<file path="src/common/radio_cfg_pkg.sv">
// Purpose: Shared constants and types for the radio channel configuration block
// Assumes: 64 physical channels, 250 MHz clock
// Notes: Parameter selectors are the command codes seen on the host port
package radio_cfg_pkg;

    // ************************************************
    // Sizes
    // ************************************************
    localparam int NUM_CHAN = 64;
    localparam int CNT_W = 7;
    localparam int CLK_HZ = 250000000;
    localparam int SCAN_MS_CYCLES = CLK_HZ / 1000;

    // ************************************************
    // Command selectors
    // ************************************************
    localparam logic [2:0] SEL_CHAN_MASK = 3'h0;
    localparam logic [2:0] SEL_PREAMBLE = 3'h1;
    localparam logic [2:0] SEL_NET_TAG = 3'h2;
    localparam logic [2:0] SEL_BCAST_REP = 3'h3;
    localparam logic [2:0] SEL_TX_POWER = 3'h4;
    localparam logic [2:0] SEL_RETRY = 3'h5;
    localparam logic [2:0] SEL_SCAN = 3'h6;
    localparam logic [2:0] SEL_MIN_COUNT = 3'h7;

    // ************************************************
    // Reset values and ranges
    // ************************************************
    localparam logic [63:0] MASK_RESET = 64'hFFFF_FFFF_FFF7_FFFF;
    localparam logic [6:0] MIN_COUNT_DEFAULT = 7'h19;
    localparam logic [6:0] MIN_COUNT_SG = 7'h0B;
    localparam logic [2:0] PREAMBLE_RESET = 3'h0;
    localparam logic [63:0] PREAMBLE_MAX = 64'h7;
    localparam logic [14:0] NET_TAG_RESET = 15'h7FFF;
    localparam logic [63:0] NET_TAG_MAX = 64'h7FFF;
    localparam logic [63:0] NET_TAG_FACTORY_CODE = 64'hFFFF;
    localparam logic [2:0] BCAST_REP_RESET = 3'h3;
    localparam logic [63:0] BCAST_REP_MAX = 64'h5;
    localparam logic [2:0] TX_POWER_RESET = 3'h4;
    localparam logic [63:0] TX_POWER_MAX = 64'h4;
    localparam logic [3:0] RETRY_RESET = 4'hF;
    localparam logic [63:0] RETRY_MAX = 64'hF;
    localparam logic [7:0] SCAN_DUR_RESET = 8'h10;
    localparam logic [63:0] SCAN_DUR_MAX = 64'hFF;
    localparam logic [7:0] ENERGY_FLOOR = 8'hFF;

    // ************************************************
    // Report characters
    // ************************************************
    localparam logic [7:0] CHAR_COMMA = 8'h2C;
    localparam logic [7:0] CHAR_CR = 8'h0D;

    typedef enum logic [1:0] {ST_IDLE, ST_SCAN, ST_REPORT} scan_state_t;

endpackage

</file>
<file path="src/logic/active_channel_select.sv">
// Purpose: Picks the lowest eligible channels up to the minimum count
// Assumes: Inputs come from logic on the same clock
// Notes: Purely combinational
module active_channel_select (
    // Channel sets
    input wire logic [radio_cfg_pkg::NUM_CHAN-1:0] enable_mask,
    input wire logic [radio_cfg_pkg::NUM_CHAN-1:0] avail_map,
    input wire logic [radio_cfg_pkg::CNT_W-1:0] min_count,
    // Results
    output logic [radio_cfg_pkg::NUM_CHAN-1:0] active,
    output logic [radio_cfg_pkg::CNT_W-1:0] eligible_count
);
    import radio_cfg_pkg::*;

    logic [CNT_W-1:0] prefix [0:NUM_CHAN];
    logic [NUM_CHAN-1:0] eligible;

    assign prefix[0] = '0;

    genvar i;
    generate
        for (i = 0; i < NUM_CHAN; i++) begin : g_chan
            assign eligible[i] = enable_mask[i] & avail_map[i];
            assign prefix[i+1] = prefix[i] + {{(CNT_W-1){1'b0}}, eligible[i]};
            assign active[i] = eligible[i] && (prefix[i] < min_count);
        end
    endgenerate

    assign eligible_count = prefix[NUM_CHAN];

endmodule

</file>
<file path="src/logic/radio_mac_channel_config.sv">
// Purpose: Parameter store, receive filter, transmit policy and energy scan
// Assumes: All inputs come from logic on the clk domain
// Notes: One command answered per cycle, response one cycle later
//
// How it works
// - A channel is eligible only when its mask bit and map bit are both one.
// - A mask leaving fewer eligible channels than the minimum count is refused.
// - Only the lowest eligible channels, up to the minimum count, become active.
// - Minimum count is read-only, 1 to 50, 25 normally, 11 for Singapore.
// - The mask leaves reset with channel 19 disabled.
// - A 3-bit preamble code, reset zero, must match for communication.
// - Receive checks the preamble code first, then the network tag.
// - Network tag 0 to 0x7FFF, reset 0x7FFF, must match to accept.
// - With vendor tags enabled, writing 0xFFFF loads the factory tag.
// - Broadcasts go out repeat count plus one times; count 0 to 5, reset 3.
// - Power codes 0 to 4 give +7 to +24 dBm; reset 4, the calibrated one.
// - A non-zero retry limit makes unicasts request acknowledgment.
// - Unacknowledged unicasts are resent up to the retry limit, 0 to 0xF.
// - Energy scan runs for its millisecond duration, looping all channels.
// - Scan report lists lowest energy reading per channel, comma separated, ends in CR.
// - Map bit n is channel n, lowest frequency at bit 0, 400 kHz steps.
module radio_mac_channel_config #(
    parameter int MS_CYCLES = radio_cfg_pkg::SCAN_MS_CYCLES
) (
    // Clock and reset
    input wire logic clk,
    input wire logic sys_rst,
    // Configuration straps
    input wire logic region_singapore,
    input wire logic vendor_tags_enable,
    input wire logic [14:0] factory_tag,
    input wire logic [radio_cfg_pkg::NUM_CHAN-1:0] available_channel_map,
    // Host command port
    input wire logic cmd_valid,
    input wire logic [2:0] cmd_sel,
    input wire logic [63:0] cmd_data,
    output logic resp_valid,
    output logic resp_error,
    // Current settings
    output logic [radio_cfg_pkg::NUM_CHAN-1:0] channel_enable_mask,
    output logic [radio_cfg_pkg::NUM_CHAN-1:0] active_channels,
    output logic [6:0] min_channel_count,
    output logic [2:0] preamble_code,
    output logic [14:0] network_tag,
    output logic [2:0] broadcast_repeat_count,
    output logic [2:0] tx_power_select,
    output logic [3:0] unicast_retry_limit,
    // Receive filter
    input wire logic rx_hdr_valid,
    input wire logic [2:0] rx_preamble,
    input wire logic [14:0] rx_tag,
    output logic rx_accept,
    output logic rx_reject,
    // Transmit policy
    input wire logic tx_req,
    input wire logic tx_broadcast,
    output logic tx_plan_valid,
    output logic tx_ack_request,
    output logic [4:0] tx_attempts,
    // Energy scan
    input wire logic [7:0] energy_in,
    output logic scan_busy,
    output logic [5:0] scan_channel,
    output logic rpt_valid,
    output logic [7:0] rpt_char,
    input wire logic rpt_ready
);
    import radio_cfg_pkg::*;

    // ************************************************
    // State
    // ************************************************
    logic strap_taken_reg;
    logic [6:0] min_count_reg;
    logic [NUM_CHAN-1:0] mask_reg;
    logic [NUM_CHAN-1:0] active_reg;
    logic [2:0] preamble_reg;
    logic [14:0] tag_reg;
    logic [2:0] bcast_reg;
    logic [2:0] power_reg;
    logic [3:0] retry_reg;
    logic resp_valid_reg;
    logic resp_error_reg;
    logic rx_accept_reg;
    logic rx_reject_reg;
    logic tx_plan_valid_reg;
    logic tx_ack_reg;
    logic [4:0] tx_attempts_reg;
    scan_state_t state_reg;
    logic [5:0] chan_reg;
    logic [7:0] ms_left_reg;
    logic [31:0] tick_reg;
    logic [7:0] peak_mem [0:NUM_CHAN-1];
    logic [5:0] rpt_chan_reg;
    logic [1:0] rpt_phase_reg;
    logic rpt_valid_reg;
    logic [7:0] rpt_char_reg;

    // ************************************************
    // Command decode
    // ************************************************
    logic [NUM_CHAN-1:0] cand_active;
    logic [CNT_W-1:0] cand_count;
    logic [NUM_CHAN-1:0] cur_active;
    logic [CNT_W-1:0] cur_count;
    logic tag_factory;
    logic cmd_ok;
    logic wr_mask;
    logic wr_pre;
    logic wr_tag;
    logic wr_bcast;
    logic wr_power;
    logic wr_retry;
    logic start_scan;

    active_channel_select cand_sel (
        .enable_mask(cmd_data),
        .avail_map(available_channel_map),
        .min_count(min_count_reg),
        .active(cand_active),
        .eligible_count(cand_count)
    );

    active_channel_select cur_sel (
        .enable_mask(mask_reg),
        .avail_map(available_channel_map),
        .min_count(min_count_reg),
        .active(cur_active),
        .eligible_count(cur_count)
    );

    assign tag_factory = vendor_tags_enable && (cmd_data == NET_TAG_FACTORY_CODE);
    assign cmd_ok = (cmd_sel == SEL_CHAN_MASK) ? (cand_count >= min_count_reg) :
                    (cmd_sel == SEL_PREAMBLE) ? (cmd_data <= PREAMBLE_MAX) :
                    (cmd_sel == SEL_NET_TAG) ? (cmd_data <= NET_TAG_MAX) || tag_factory :
                    (cmd_sel == SEL_BCAST_REP) ? (cmd_data <= BCAST_REP_MAX) :
                    (cmd_sel == SEL_TX_POWER) ? (cmd_data <= TX_POWER_MAX) :
                    (cmd_sel == SEL_RETRY) ? (cmd_data <= RETRY_MAX) :
                    (cmd_sel == SEL_SCAN) ? (cmd_data <= SCAN_DUR_MAX) && (state_reg == ST_IDLE) :
                    1'b0;
    assign wr_mask = cmd_valid && cmd_ok && (cmd_sel == SEL_CHAN_MASK);
    assign wr_pre = cmd_valid && cmd_ok && (cmd_sel == SEL_PREAMBLE);
    assign wr_tag = cmd_valid && cmd_ok && (cmd_sel == SEL_NET_TAG);
    assign wr_bcast = cmd_valid && cmd_ok && (cmd_sel == SEL_BCAST_REP);
    assign wr_power = cmd_valid && cmd_ok && (cmd_sel == SEL_TX_POWER);
    assign wr_retry = cmd_valid && cmd_ok && (cmd_sel == SEL_RETRY);
    assign start_scan = cmd_valid && cmd_ok && (cmd_sel == SEL_SCAN);

    // ************************************************
    // Region strap and settings
    // ************************************************
    always_ff @(posedge clk) begin
        if (sys_rst) begin
            strap_taken_reg <= 1'b0;
            min_count_reg <= MIN_COUNT_DEFAULT;
        end else if (!strap_taken_reg) begin
            strap_taken_reg <= 1'b1;
            min_count_reg <= region_singapore ? MIN_COUNT_SG : MIN_COUNT_DEFAULT;
        end
    end

    always_ff @(posedge clk) begin
        if (sys_rst) begin
            mask_reg <= MASK_RESET;
            preamble_reg <= PREAMBLE_RESET;
            tag_reg <= NET_TAG_RESET;
            bcast_reg <= BCAST_REP_RESET;
            power_reg <= TX_POWER_RESET;
            retry_reg <= RETRY_RESET;
        end else begin
            if (wr_mask) mask_reg <= cmd_data;
            if (wr_pre) preamble_reg <= cmd_data[2:0];
            if (wr_tag) tag_reg <= tag_factory ? factory_tag : cmd_data[14:0];
            if (wr_bcast) bcast_reg <= cmd_data[2:0];
            if (wr_power) power_reg <= cmd_data[2:0];
            if (wr_retry) retry_reg <= cmd_data[3:0];
        end
    end

    always_ff @(posedge clk) begin
        if (sys_rst) begin
            resp_valid_reg <= 1'b0;
            resp_error_reg <= 1'b0;
            active_reg <= '0;
        end else begin
            resp_valid_reg <= cmd_valid;
            resp_error_reg <= cmd_valid && !cmd_ok;
            active_reg <= cur_active;
        end
    end

    // ************************************************
    // Receive filter and transmit policy
    // ************************************************
    logic pre_match;
    logic tag_match;

    assign pre_match = (rx_preamble == preamble_reg);
    assign tag_match = pre_match && (rx_tag == tag_reg);

    always_ff @(posedge clk) begin
        if (sys_rst) begin
            rx_accept_reg <= 1'b0;
            rx_reject_reg <= 1'b0;
            tx_plan_valid_reg <= 1'b0;
            tx_ack_reg <= 1'b0;
            tx_attempts_reg <= 5'h0;
        end else begin
            rx_accept_reg <= rx_hdr_valid && tag_match;
            rx_reject_reg <= rx_hdr_valid && !tag_match;
            tx_plan_valid_reg <= tx_req;
            if (tx_req) begin
                tx_ack_reg <= !tx_broadcast && (retry_reg != 4'h0);
                tx_attempts_reg <= tx_broadcast ? {2'h0, bcast_reg} + 5'h1 :
                                   {1'h0, retry_reg} + 5'h1;
            end
        end
    end

    // ************************************************
    // Energy scan and report
    // ************************************************
    logic tick_done;
    logic rpt_take;
    logic [3:0] nib;
    logic [7:0] hex_char;
    logic [7:0] cur_peak;

    assign tick_done = (tick_reg == 32'(MS_CYCLES - 1));
    assign rpt_take = !rpt_valid_reg || rpt_ready;
    assign cur_peak = peak_mem[rpt_chan_reg];
    assign nib = (rpt_phase_reg == 2'h0) ? cur_peak[7:4] : cur_peak[3:0];
    assign hex_char = (nib < 4'hA) ? 8'h30 + {4'h0, nib} : 8'h37 + {4'h0, nib};

    always_ff @(posedge clk) begin
        if (state_reg == ST_IDLE && start_scan) begin
            for (int k = 0; k < NUM_CHAN; k++) peak_mem[k] <= ENERGY_FLOOR;
        end else if (state_reg == ST_SCAN && energy_in < peak_mem[chan_reg]) begin
            peak_mem[chan_reg] <= energy_in;
        end
    end

    always_ff @(posedge clk) begin
        if (sys_rst) begin
            state_reg <= ST_IDLE;
            chan_reg <= 6'h0;
            ms_left_reg <= SCAN_DUR_RESET;
            tick_reg <= 32'h0;
            rpt_chan_reg <= 6'h0;
            rpt_phase_reg <= 2'h0;
            rpt_valid_reg <= 1'b0;
            rpt_char_reg <= 8'h00;
        end else begin
            case (state_reg)
                ST_IDLE: begin
                    if (start_scan) begin
                        ms_left_reg <= cmd_data[7:0];
                        chan_reg <= 6'h0;
                        tick_reg <= 32'h0;
                        state_reg <= (cmd_data[7:0] == 8'h00) ? ST_REPORT : ST_SCAN;
                        rpt_chan_reg <= 6'h0;
                        rpt_phase_reg <= 2'h0;
                    end
                end
                ST_SCAN: begin
                    chan_reg <= chan_reg + 6'h1;
                    tick_reg <= tick_done ? 32'h0 : tick_reg + 32'h1;
                    if (tick_done) begin
                        ms_left_reg <= ms_left_reg - 8'h1;
                        if (ms_left_reg == 8'h1) state_reg <= ST_REPORT;
                    end
                end
                ST_REPORT: begin
                    if (rpt_take) begin
                        rpt_valid_reg <= 1'b1;
                        if (rpt_phase_reg == 2'h2) begin
                            rpt_char_reg <= (rpt_chan_reg == 6'h3F) ? CHAR_CR : CHAR_COMMA;
                            rpt_phase_reg <= 2'h0;
                            rpt_chan_reg <= rpt_chan_reg + 6'h1;
                            if (rpt_chan_reg == 6'h3F) state_reg <= ST_IDLE;
                        end else begin
                            rpt_char_reg <= hex_char;
                            rpt_phase_reg <= rpt_phase_reg + 2'h1;
                        end
                    end
                end
                default: state_reg <= ST_IDLE;
            endcase
            if (state_reg != ST_REPORT && rpt_valid_reg && rpt_ready) rpt_valid_reg <= 1'b0;
        end
    end

    // ************************************************
    // Outputs
    // ************************************************
    assign resp_valid = resp_valid_reg;
    assign resp_error = resp_error_reg;
    assign channel_enable_mask = mask_reg;
    assign active_channels = active_reg;
    assign min_channel_count = min_count_reg;
    assign preamble_code = preamble_reg;
    assign network_tag = tag_reg;
    assign broadcast_repeat_count = bcast_reg;
    assign tx_power_select = power_reg;
    assign unicast_retry_limit = retry_reg;
    assign rx_accept = rx_accept_reg;
    assign rx_reject = rx_reject_reg;
    assign tx_plan_valid = tx_plan_valid_reg;
    assign tx_ack_request = tx_ack_reg;
    assign tx_attempts = tx_attempts_reg;
    assign scan_busy = (state_reg != ST_IDLE);
    assign scan_channel = chan_reg;
    assign rpt_valid = rpt_valid_reg;
    assign rpt_char = rpt_char_reg;

endmodule

</file>
<file path="config.mk">
export PLATFORM = sky130hd
export DESIGN_NAME = radio_mac_channel_config
export DESIGN_NICKNAME = d
export VERILOG_FILES = /design/src/common/radio_cfg_pkg.sv /design/src/logic/active_channel_select.sv /design/src/logic/radio_mac_channel_config.sv
export SDC_FILE = /design/constraint.sdc
export NUM_CORES = 2
export LEC_CHECK = 0
export BUFFER_PORTS_ARGS = -buffer_cell sky130_fd_sc_hd__buf_2
export CAP_MARGIN = 25
export CORE_MARGIN = 5
export CORE_UTILIZATION = 50
export CTS_CLUSTER_DIAMETER = 200
export DETAILED_ROUTE_END_ITERATION = 12
export GPL_TIMING_DRIVEN = 0
export PLACE_DENSITY = 0.67
export SYNTH_ARGS = -nofsm -noshare
export SYNTH_HDL_FRONTEND = slang
export SYNTH_HIERARCHICAL = 1
export SYNTH_SLANG_ARGS = --single-unit
export TNS_END_PERCENT = 1
</file>
<file path="constraint.sdc">
create_clock -name clk -period 38.2 [get_ports clk]
set_input_delay 7.64 -clock clk [delete_from_list [all_inputs] [get_ports clk]]
set_output_delay 7.64 -clock clk [all_outputs]
set_load 0.1 [all_outputs]
</file>
# Yosys cells after proc, flatten, opt, wreduce, memory -nomap -nowiden
# Memories as Yosys holds them, arrays and structs flattened. A register that Yosys moved wholly into a read port is not among the register bits.
# Index checks and enable logic that the tools add are counted.
# word_totals
regBits,240
mem_bits_rw,512
input_bits,181
output_inout_bits,190
elab_cells,537
memories,1
# mem_list
memory,words,word_bits,rd,rd_clocked_by_memory_dff,write_ports,line_no,source
peak_mem,64,8,2,2,64,radio_mac_channel_config.sv:93,logic [7:0] peak_mem [0:NUM_CHAN-1];
# op_classes
n_addsub,134
magnitude_cmp,73
n_eq_ne,22
mux,50
bitwise,128
n_reduce_logical,105
# ops
op,count
$add A7 B1 Y7,123
$lt A7 B7 Y1,62
$le A64 B3 Y1 const B,3
$and A1 B1 Y1,128
$logic_and A1 B1 Y1,83
$eq A64 B16 Y1 const B,1
$le A64 B15 Y1 const B,1
$le A64 B4 Y1 const B,1
$le A64 B8 Y1 const B,1
$mux W32,2
$pmux W32 S2,1
$mux W6,9
$add A32 B1 Y32 const B,1
$eq A32 B18 Y1 const B,1
$mux W8,3
$pmux W6 S2,2
$mux W2,10
$pmux W8 S2,1
$eq A15 B15 Y1,1
$mux W15,1
$add A6 B4 Y7 const A,2
$mux W1,14
$mux W7,2
$add A6 B1 Y6 const B,2
other kinds (37),57

# Logic depth before layout (Yosys ltp)
# logic_depth
word_depth,73
mapped_depth,85
mapped_depth_nobuf,83

# Hierarchy
# Netlist, hierarchy kept.
# modules_own_cells
mod,instances,cells_each,area_per_inst_um2,seq_area_each_um2
active_channel_select,2,2440,19526.2,0.0
radio_mac_channel_config,1,2988,37830.0,20299.5

# Worst setup path before layout
# OpenSTA, ideal clock, no wires.
# synth_timing
kind,input -> register
start,input cmd_data[0]
end,"register mask_reg[10], in the netlist channel_enable_mask[10]"
setup_time_ns,0.129
arrival_time_ns,31.269
required_ns,38.071
path_slack_ns,6.802
path_stages,82
n_path_buf,2
path_cell_list,nand2_1 > xor2_1 > ha_1 > ha_1 > xnor2_1 > xnor2_1 > ha_1 > xor2_1 > ha_1 > ha_1 > ha_1 > ha_1 > ha_1 > ha_1 > ha_1 > ha_1 > ha_1 > ha_1 > [... 46 more ...] > xnor2_1 > xor2_1 > xnor2_1 > xor2_1 > nand4_1 > nand2b_1 > a22o_1 > a21oi_1 > xnor3_1 > nor3_1 > a31oi_1 > o21a_1 > nand3b_1 > nor3_1 > buf_4 > buf_6 > mux2i_1 > nand2_1
# synth_between
elab_chain_len,68
word_cells_on_any_way,84
cone_classes,add/sub (63); order compare (7); eq/ne (1); mux (7); bitwise (1); reduce/logical (5)
# synth_lines
item,line_no,source
start: declaration,radio_mac_channel_config.sv:36,"input wire logic [63:0] cmd_data,"
$and A1 B1 Y1,active_channel_select.sv:23,assign eligible[i] = enable_mask[i] & avail_map[i];
$add A1 B1 Y2,active_channel_select.sv:24,"assign prefix[i+1] = prefix[i] + {{(CNT_W-1){1'b0}}, eligible[i]};"
$add A7 B1 Y7 (62 in a row),active_channel_select.sv:24,
net cand_count[6],radio_mac_channel_config.sv:103,logic [CNT_W-1:0] cand_count;
$ge A7 B7 Y1,radio_mac_channel_config.sv:133,assign cmd_ok = (cmd_sel == SEL_CHAN_MASK) ? (cand_count >= min_count_reg) :
$mux W1,radio_mac_channel_config.sv:133,
$logic_and A1 B1 Y1 (2 in a row),radio_mac_channel_config.sv:141,assign wr_mask = cmd_valid && cmd_ok && (cmd_sel == SEL_CHAN_MASK);
end signal: assignment,radio_mac_channel_config.sv:171,if (wr_mask) mask_reg <= cmd_data;
end: declaration,radio_mac_channel_config.sv:75,logic [NUM_CHAN-1:0] mask_reg;
# The timed path passes the listed nets, and every way through them passes these cells.
# A chain may end at the register's enable or synchronous reset.

# Worst setup path after layout
# layout_timing
start,input available_channel_map[1] (netlist bit)
end,"register active_reg[62], in the netlist active_channels[62]"
# layout_between
elab_chain_len,64
# layout_lines
item,line_no,source
start: declaration,radio_mac_channel_config.sv:32,"input wire logic [radio_cfg_pkg::NUM_CHAN-1:0] available_channel_map,"
$and A1 B1 Y1,active_channel_select.sv:23,
$add A1 B1 Y2,active_channel_select.sv:24,
$add A7 B1 Y7 (60 in a row),active_channel_select.sv:24,
$lt A7 B7 Y1,active_channel_select.sv:25,assign active[i] = eligible[i] && (prefix[i] < min_count);
$logic_and A1 B1 Y1,active_channel_select.sv:25,
net cur_active[62],radio_mac_channel_config.sv:104,logic [NUM_CHAN-1:0] cur_active;
end signal: assignment,radio_mac_channel_config.sv:188,active_reg <= cur_active;
end: declaration,radio_mac_channel_config.sv:76,logic [NUM_CHAN-1:0] active_reg;
# The timed path passes the listed nets, and every way through them passes these cells.

==> results list <==
- The flow ran to the end, and the final reports show no timing, DRC or antenna violations.
- Count of nets after finishing: 8186
* Family with the most delay on the worst path: adder cells
- Setup Viol. Count Final: 0
- The first routing iteration left 7268 violations.
* Starting utilization of the core area: 50.3%
- Post-route DRC violation count: 0
- Clock network latency to the later pin of the worst-skew pair: 760 ps
* Count of pins on the block boundary: 371
- Global routing used 37.2% of the available tracks.
* Core occupancy in the finished layout: 56.7%
- # port buffers: 360
* Routed vias: 60600
- Number of sinks driven by the clock tree: 758
- The mapped netlist covers 68000 um^2.
- For this run the aggregate overflow at the end of global routing stands at 0.
- Met3 GRT Util: 12.7%
- GRT met2 Usage: 57.3%
- Clock Path Buffers: 3
- After clock tree synthesis, the setup repair step added 0 buffers.
* Mean area per synthesized cell: 9.98 um^2
* Most flop-heavy register: peak_mem
* Clock tree from TritonCTS: done
* Vias/cell: 6.56
- Unrepaired setup endpoints after global routing: no
- The number of antenna violations at the first check in global routing was 23.
- Final slew viol count: 0
* Vias in the first global route: 57600
- Largest fanout of any net on the critical path: 8
- Instance area after placement: 73600 um^2
- The floorplan step defined a core boundary enclosing 135000 um^2.
- CTS root buf: sky130_fd_sc_hd__clkbuf_16
- Detailed placement ended at an HPWL of 216 mm.
- Post-route standard cell area excluding fillers: 76700 um^2
- Busiest layer in global routing: met2
* Die area: 143000 um^2
- Max H-tree Level: 3
* Number of buffers and inverters on the critical path: 2
- Row count: 135
- The first TritonRoute pass finished after 7 iterations.
- The clock arrives with 81.7 ps of skew.
- Clock transition time at the flip-flop clock pins of the worst setup and hold paths: 60 ps
- Worst hold-check path type: reg -> reg
- The floorplan step set the die height to 379 um.
- Maximum number of pins on one net before global-route repair: 62
- For the worst setup path, the data required time is 38760 ps.
- In the finished design, the share of the clock period the worst path needs comes to 85.2%.
- The final layout contains routed wiring with a total length of 274 mm.
- Crit path largest cell delay: 590 ps
* Proportion of layout cells with a drive suffix above 1: 17.6%
- The setup path with the least slack is of type in -> reg.
- WP data arrival: 33100 ps
* Detailed-route wire length per cell: 29.7 um
- Capturing element type of the critical path: flip-flop
* Synthesized netlist cell count: 6811
- Fillers: 11900
- Relative to the synthesized area, the layout overhead comes to 12.7%.
* Max stage delay cell, worst path: sky130_fd_sc_hd__xor2_1
- Number of flip-flops in the largest register: 512
- For this run, the top clock speed supported by timing is 0.0307 GHz.
- For the pin with the worst max-slew slack, the measured transition is 1210 ps.
- Cell repeated most along the worst path: sky130_fd_sc_hd__ha_1
* First-pass GRT wire length: 390 mm
* Met1 Resource Use GR: 43.8%
- For this run, the number of Yosys warnings is 6.
- Setup slack on the critical path of the routed design comes to 5660 ps.
* Worst setup slack after placement: 5220 ps
- In this run the remaining antenna-violating nets after routing total 0.
* Time the worst path needs with I/O delays and setup: 32540 ps
- Sum of negative setup slack: 0 ps
- Horizontal die dimension: 379 um
- The number of gates resized after CTS was 0.
- Post-CTS Hold Fix Bufs: 0
* Number of max-cap violations: 0
* Clock buffers created by TritonCTS: 88
- Count of endpoints failing hold in the final timing report: 0
- Worst slew margin relative to its limit: 19.1%
- Kind of launch point of the worst setup path: input pin
- At the end of routability-driven placement, the weighted congestion stood at 1.10.
[metrics by stage]
| stage | hold WS, ps | std cells |
|---|---|---|
| 6_report | 466 | 9252 |
| 5_1_grt | 496 | 9240 |
| 4_1_cts | 463 | 9234 |
| 3_5_place_dp | 455 | 9072 |
| 3_3_place_gp | 445 | 8976 |
| 2_1_floorplan | 448 | 6835 |
[path summary, 6_finish.rpt]
| path | from | endpoint | slack, ps | depth (start not counted) |
|---|---|---|---|---|
| worst max-delay path | available_channel_map[1] | active_channels[62] | 5660 | 75 |
| worst min-delay path | tx_power_select[1] | tx_power_select[1] | 470 | 2 |
| worst max register to register | channel_enable_mask[1] | active_channels[62] | 12230 | 74 |
| worst min register to register | tx_power_select[1] | tx_power_select[1] | 470 | 2 |
[cell usage in the layout (no fill, tap or decap), types with 39 or more instances in the layout]
cell                        count
sky130_fd_sc_hd__nand3_1      660
sky130_fd_sc_hd__ha_1         619
sky130_fd_sc_hd__nand2_1      591
sky130_fd_sc_hd__edfxtp_1     512
sky130_fd_sc_hd__buf_2        446
sky130_fd_sc_hd__xnor2_1      374
sky130_fd_sc_hd__mux4_2       301
sky130_fd_sc_hd__o21ai_0      300
sky130_fd_sc_hd__nor2_1       278
sky130_fd_sc_hd__dfxtp_1      246
sky130_fd_sc_hd__inv_1        243
sky130_fd_sc_hd__a21oi_1      229
sky130_fd_sc_hd__clkbuf_1     224
sky130_fd_sc_hd__xor2_1       179
sky130_fd_sc_hd__nor2b_1      174
sky130_fd_sc_hd__nand2b_1     161
sky130_fd_sc_hd__mux2i_1      146
sky130_fd_sc_hd__and3_1        92
sky130_fd_sc_hd__a211oi_1      89
sky130_fd_sc_hd__clkbuf_16     89
sky130_fd_sc_hd__nor3_1        87
sky130_fd_sc_hd__nand4_1       85
sky130_fd_sc_hd__and2_1        82
sky130_fd_sc_hd__xnor3_1       73
sky130_fd_sc_hd__buf_6         71
sky130_fd_sc_hd__a21o_1        71
sky130_fd_sc_hd__o22ai_1       50
sky130_fd_sc_hd__xnor2_2       44
sky130_fd_sc_hd__o211ai_1      39
sky130_fd_sc_hd__nor4_1        39
[layout make-up]
cell class	instances	area [um^2]	share of cell area, %
well taps	1781	2230	2.91
diodes	13	32.5	0.0424
plain buffers	366	1740	2.27
clock inverters	55	638	0.832
inverters	287	1100	1.43
repair buffers	461	3080	4.02
flip-flops and latches	758	20300	26.5
clock buffers	107	2350	3.07
multi-input cells	5424	45200	58.9
[routing by layer]
layer  vias to the layer above  routed length [um]
met5                         -                 197
met4                        18               24100
met3                      1020               32800
met2                      3840              120000
met1                     29300               97700
li1                      26500                   -
[tightest hold or removal path, stage by stage, from the launching register on]
cell and delay (ps):
sky130_fd_sc_hd__dfxtp_1 310, sky130_fd_sc_hd__nand2_1 50, sky130_fd_sc_hd__a21oi_1 50
Power is not shown: default switching activity piles up to over one toggle a cycle in this logic, so the estimate is an artifact.
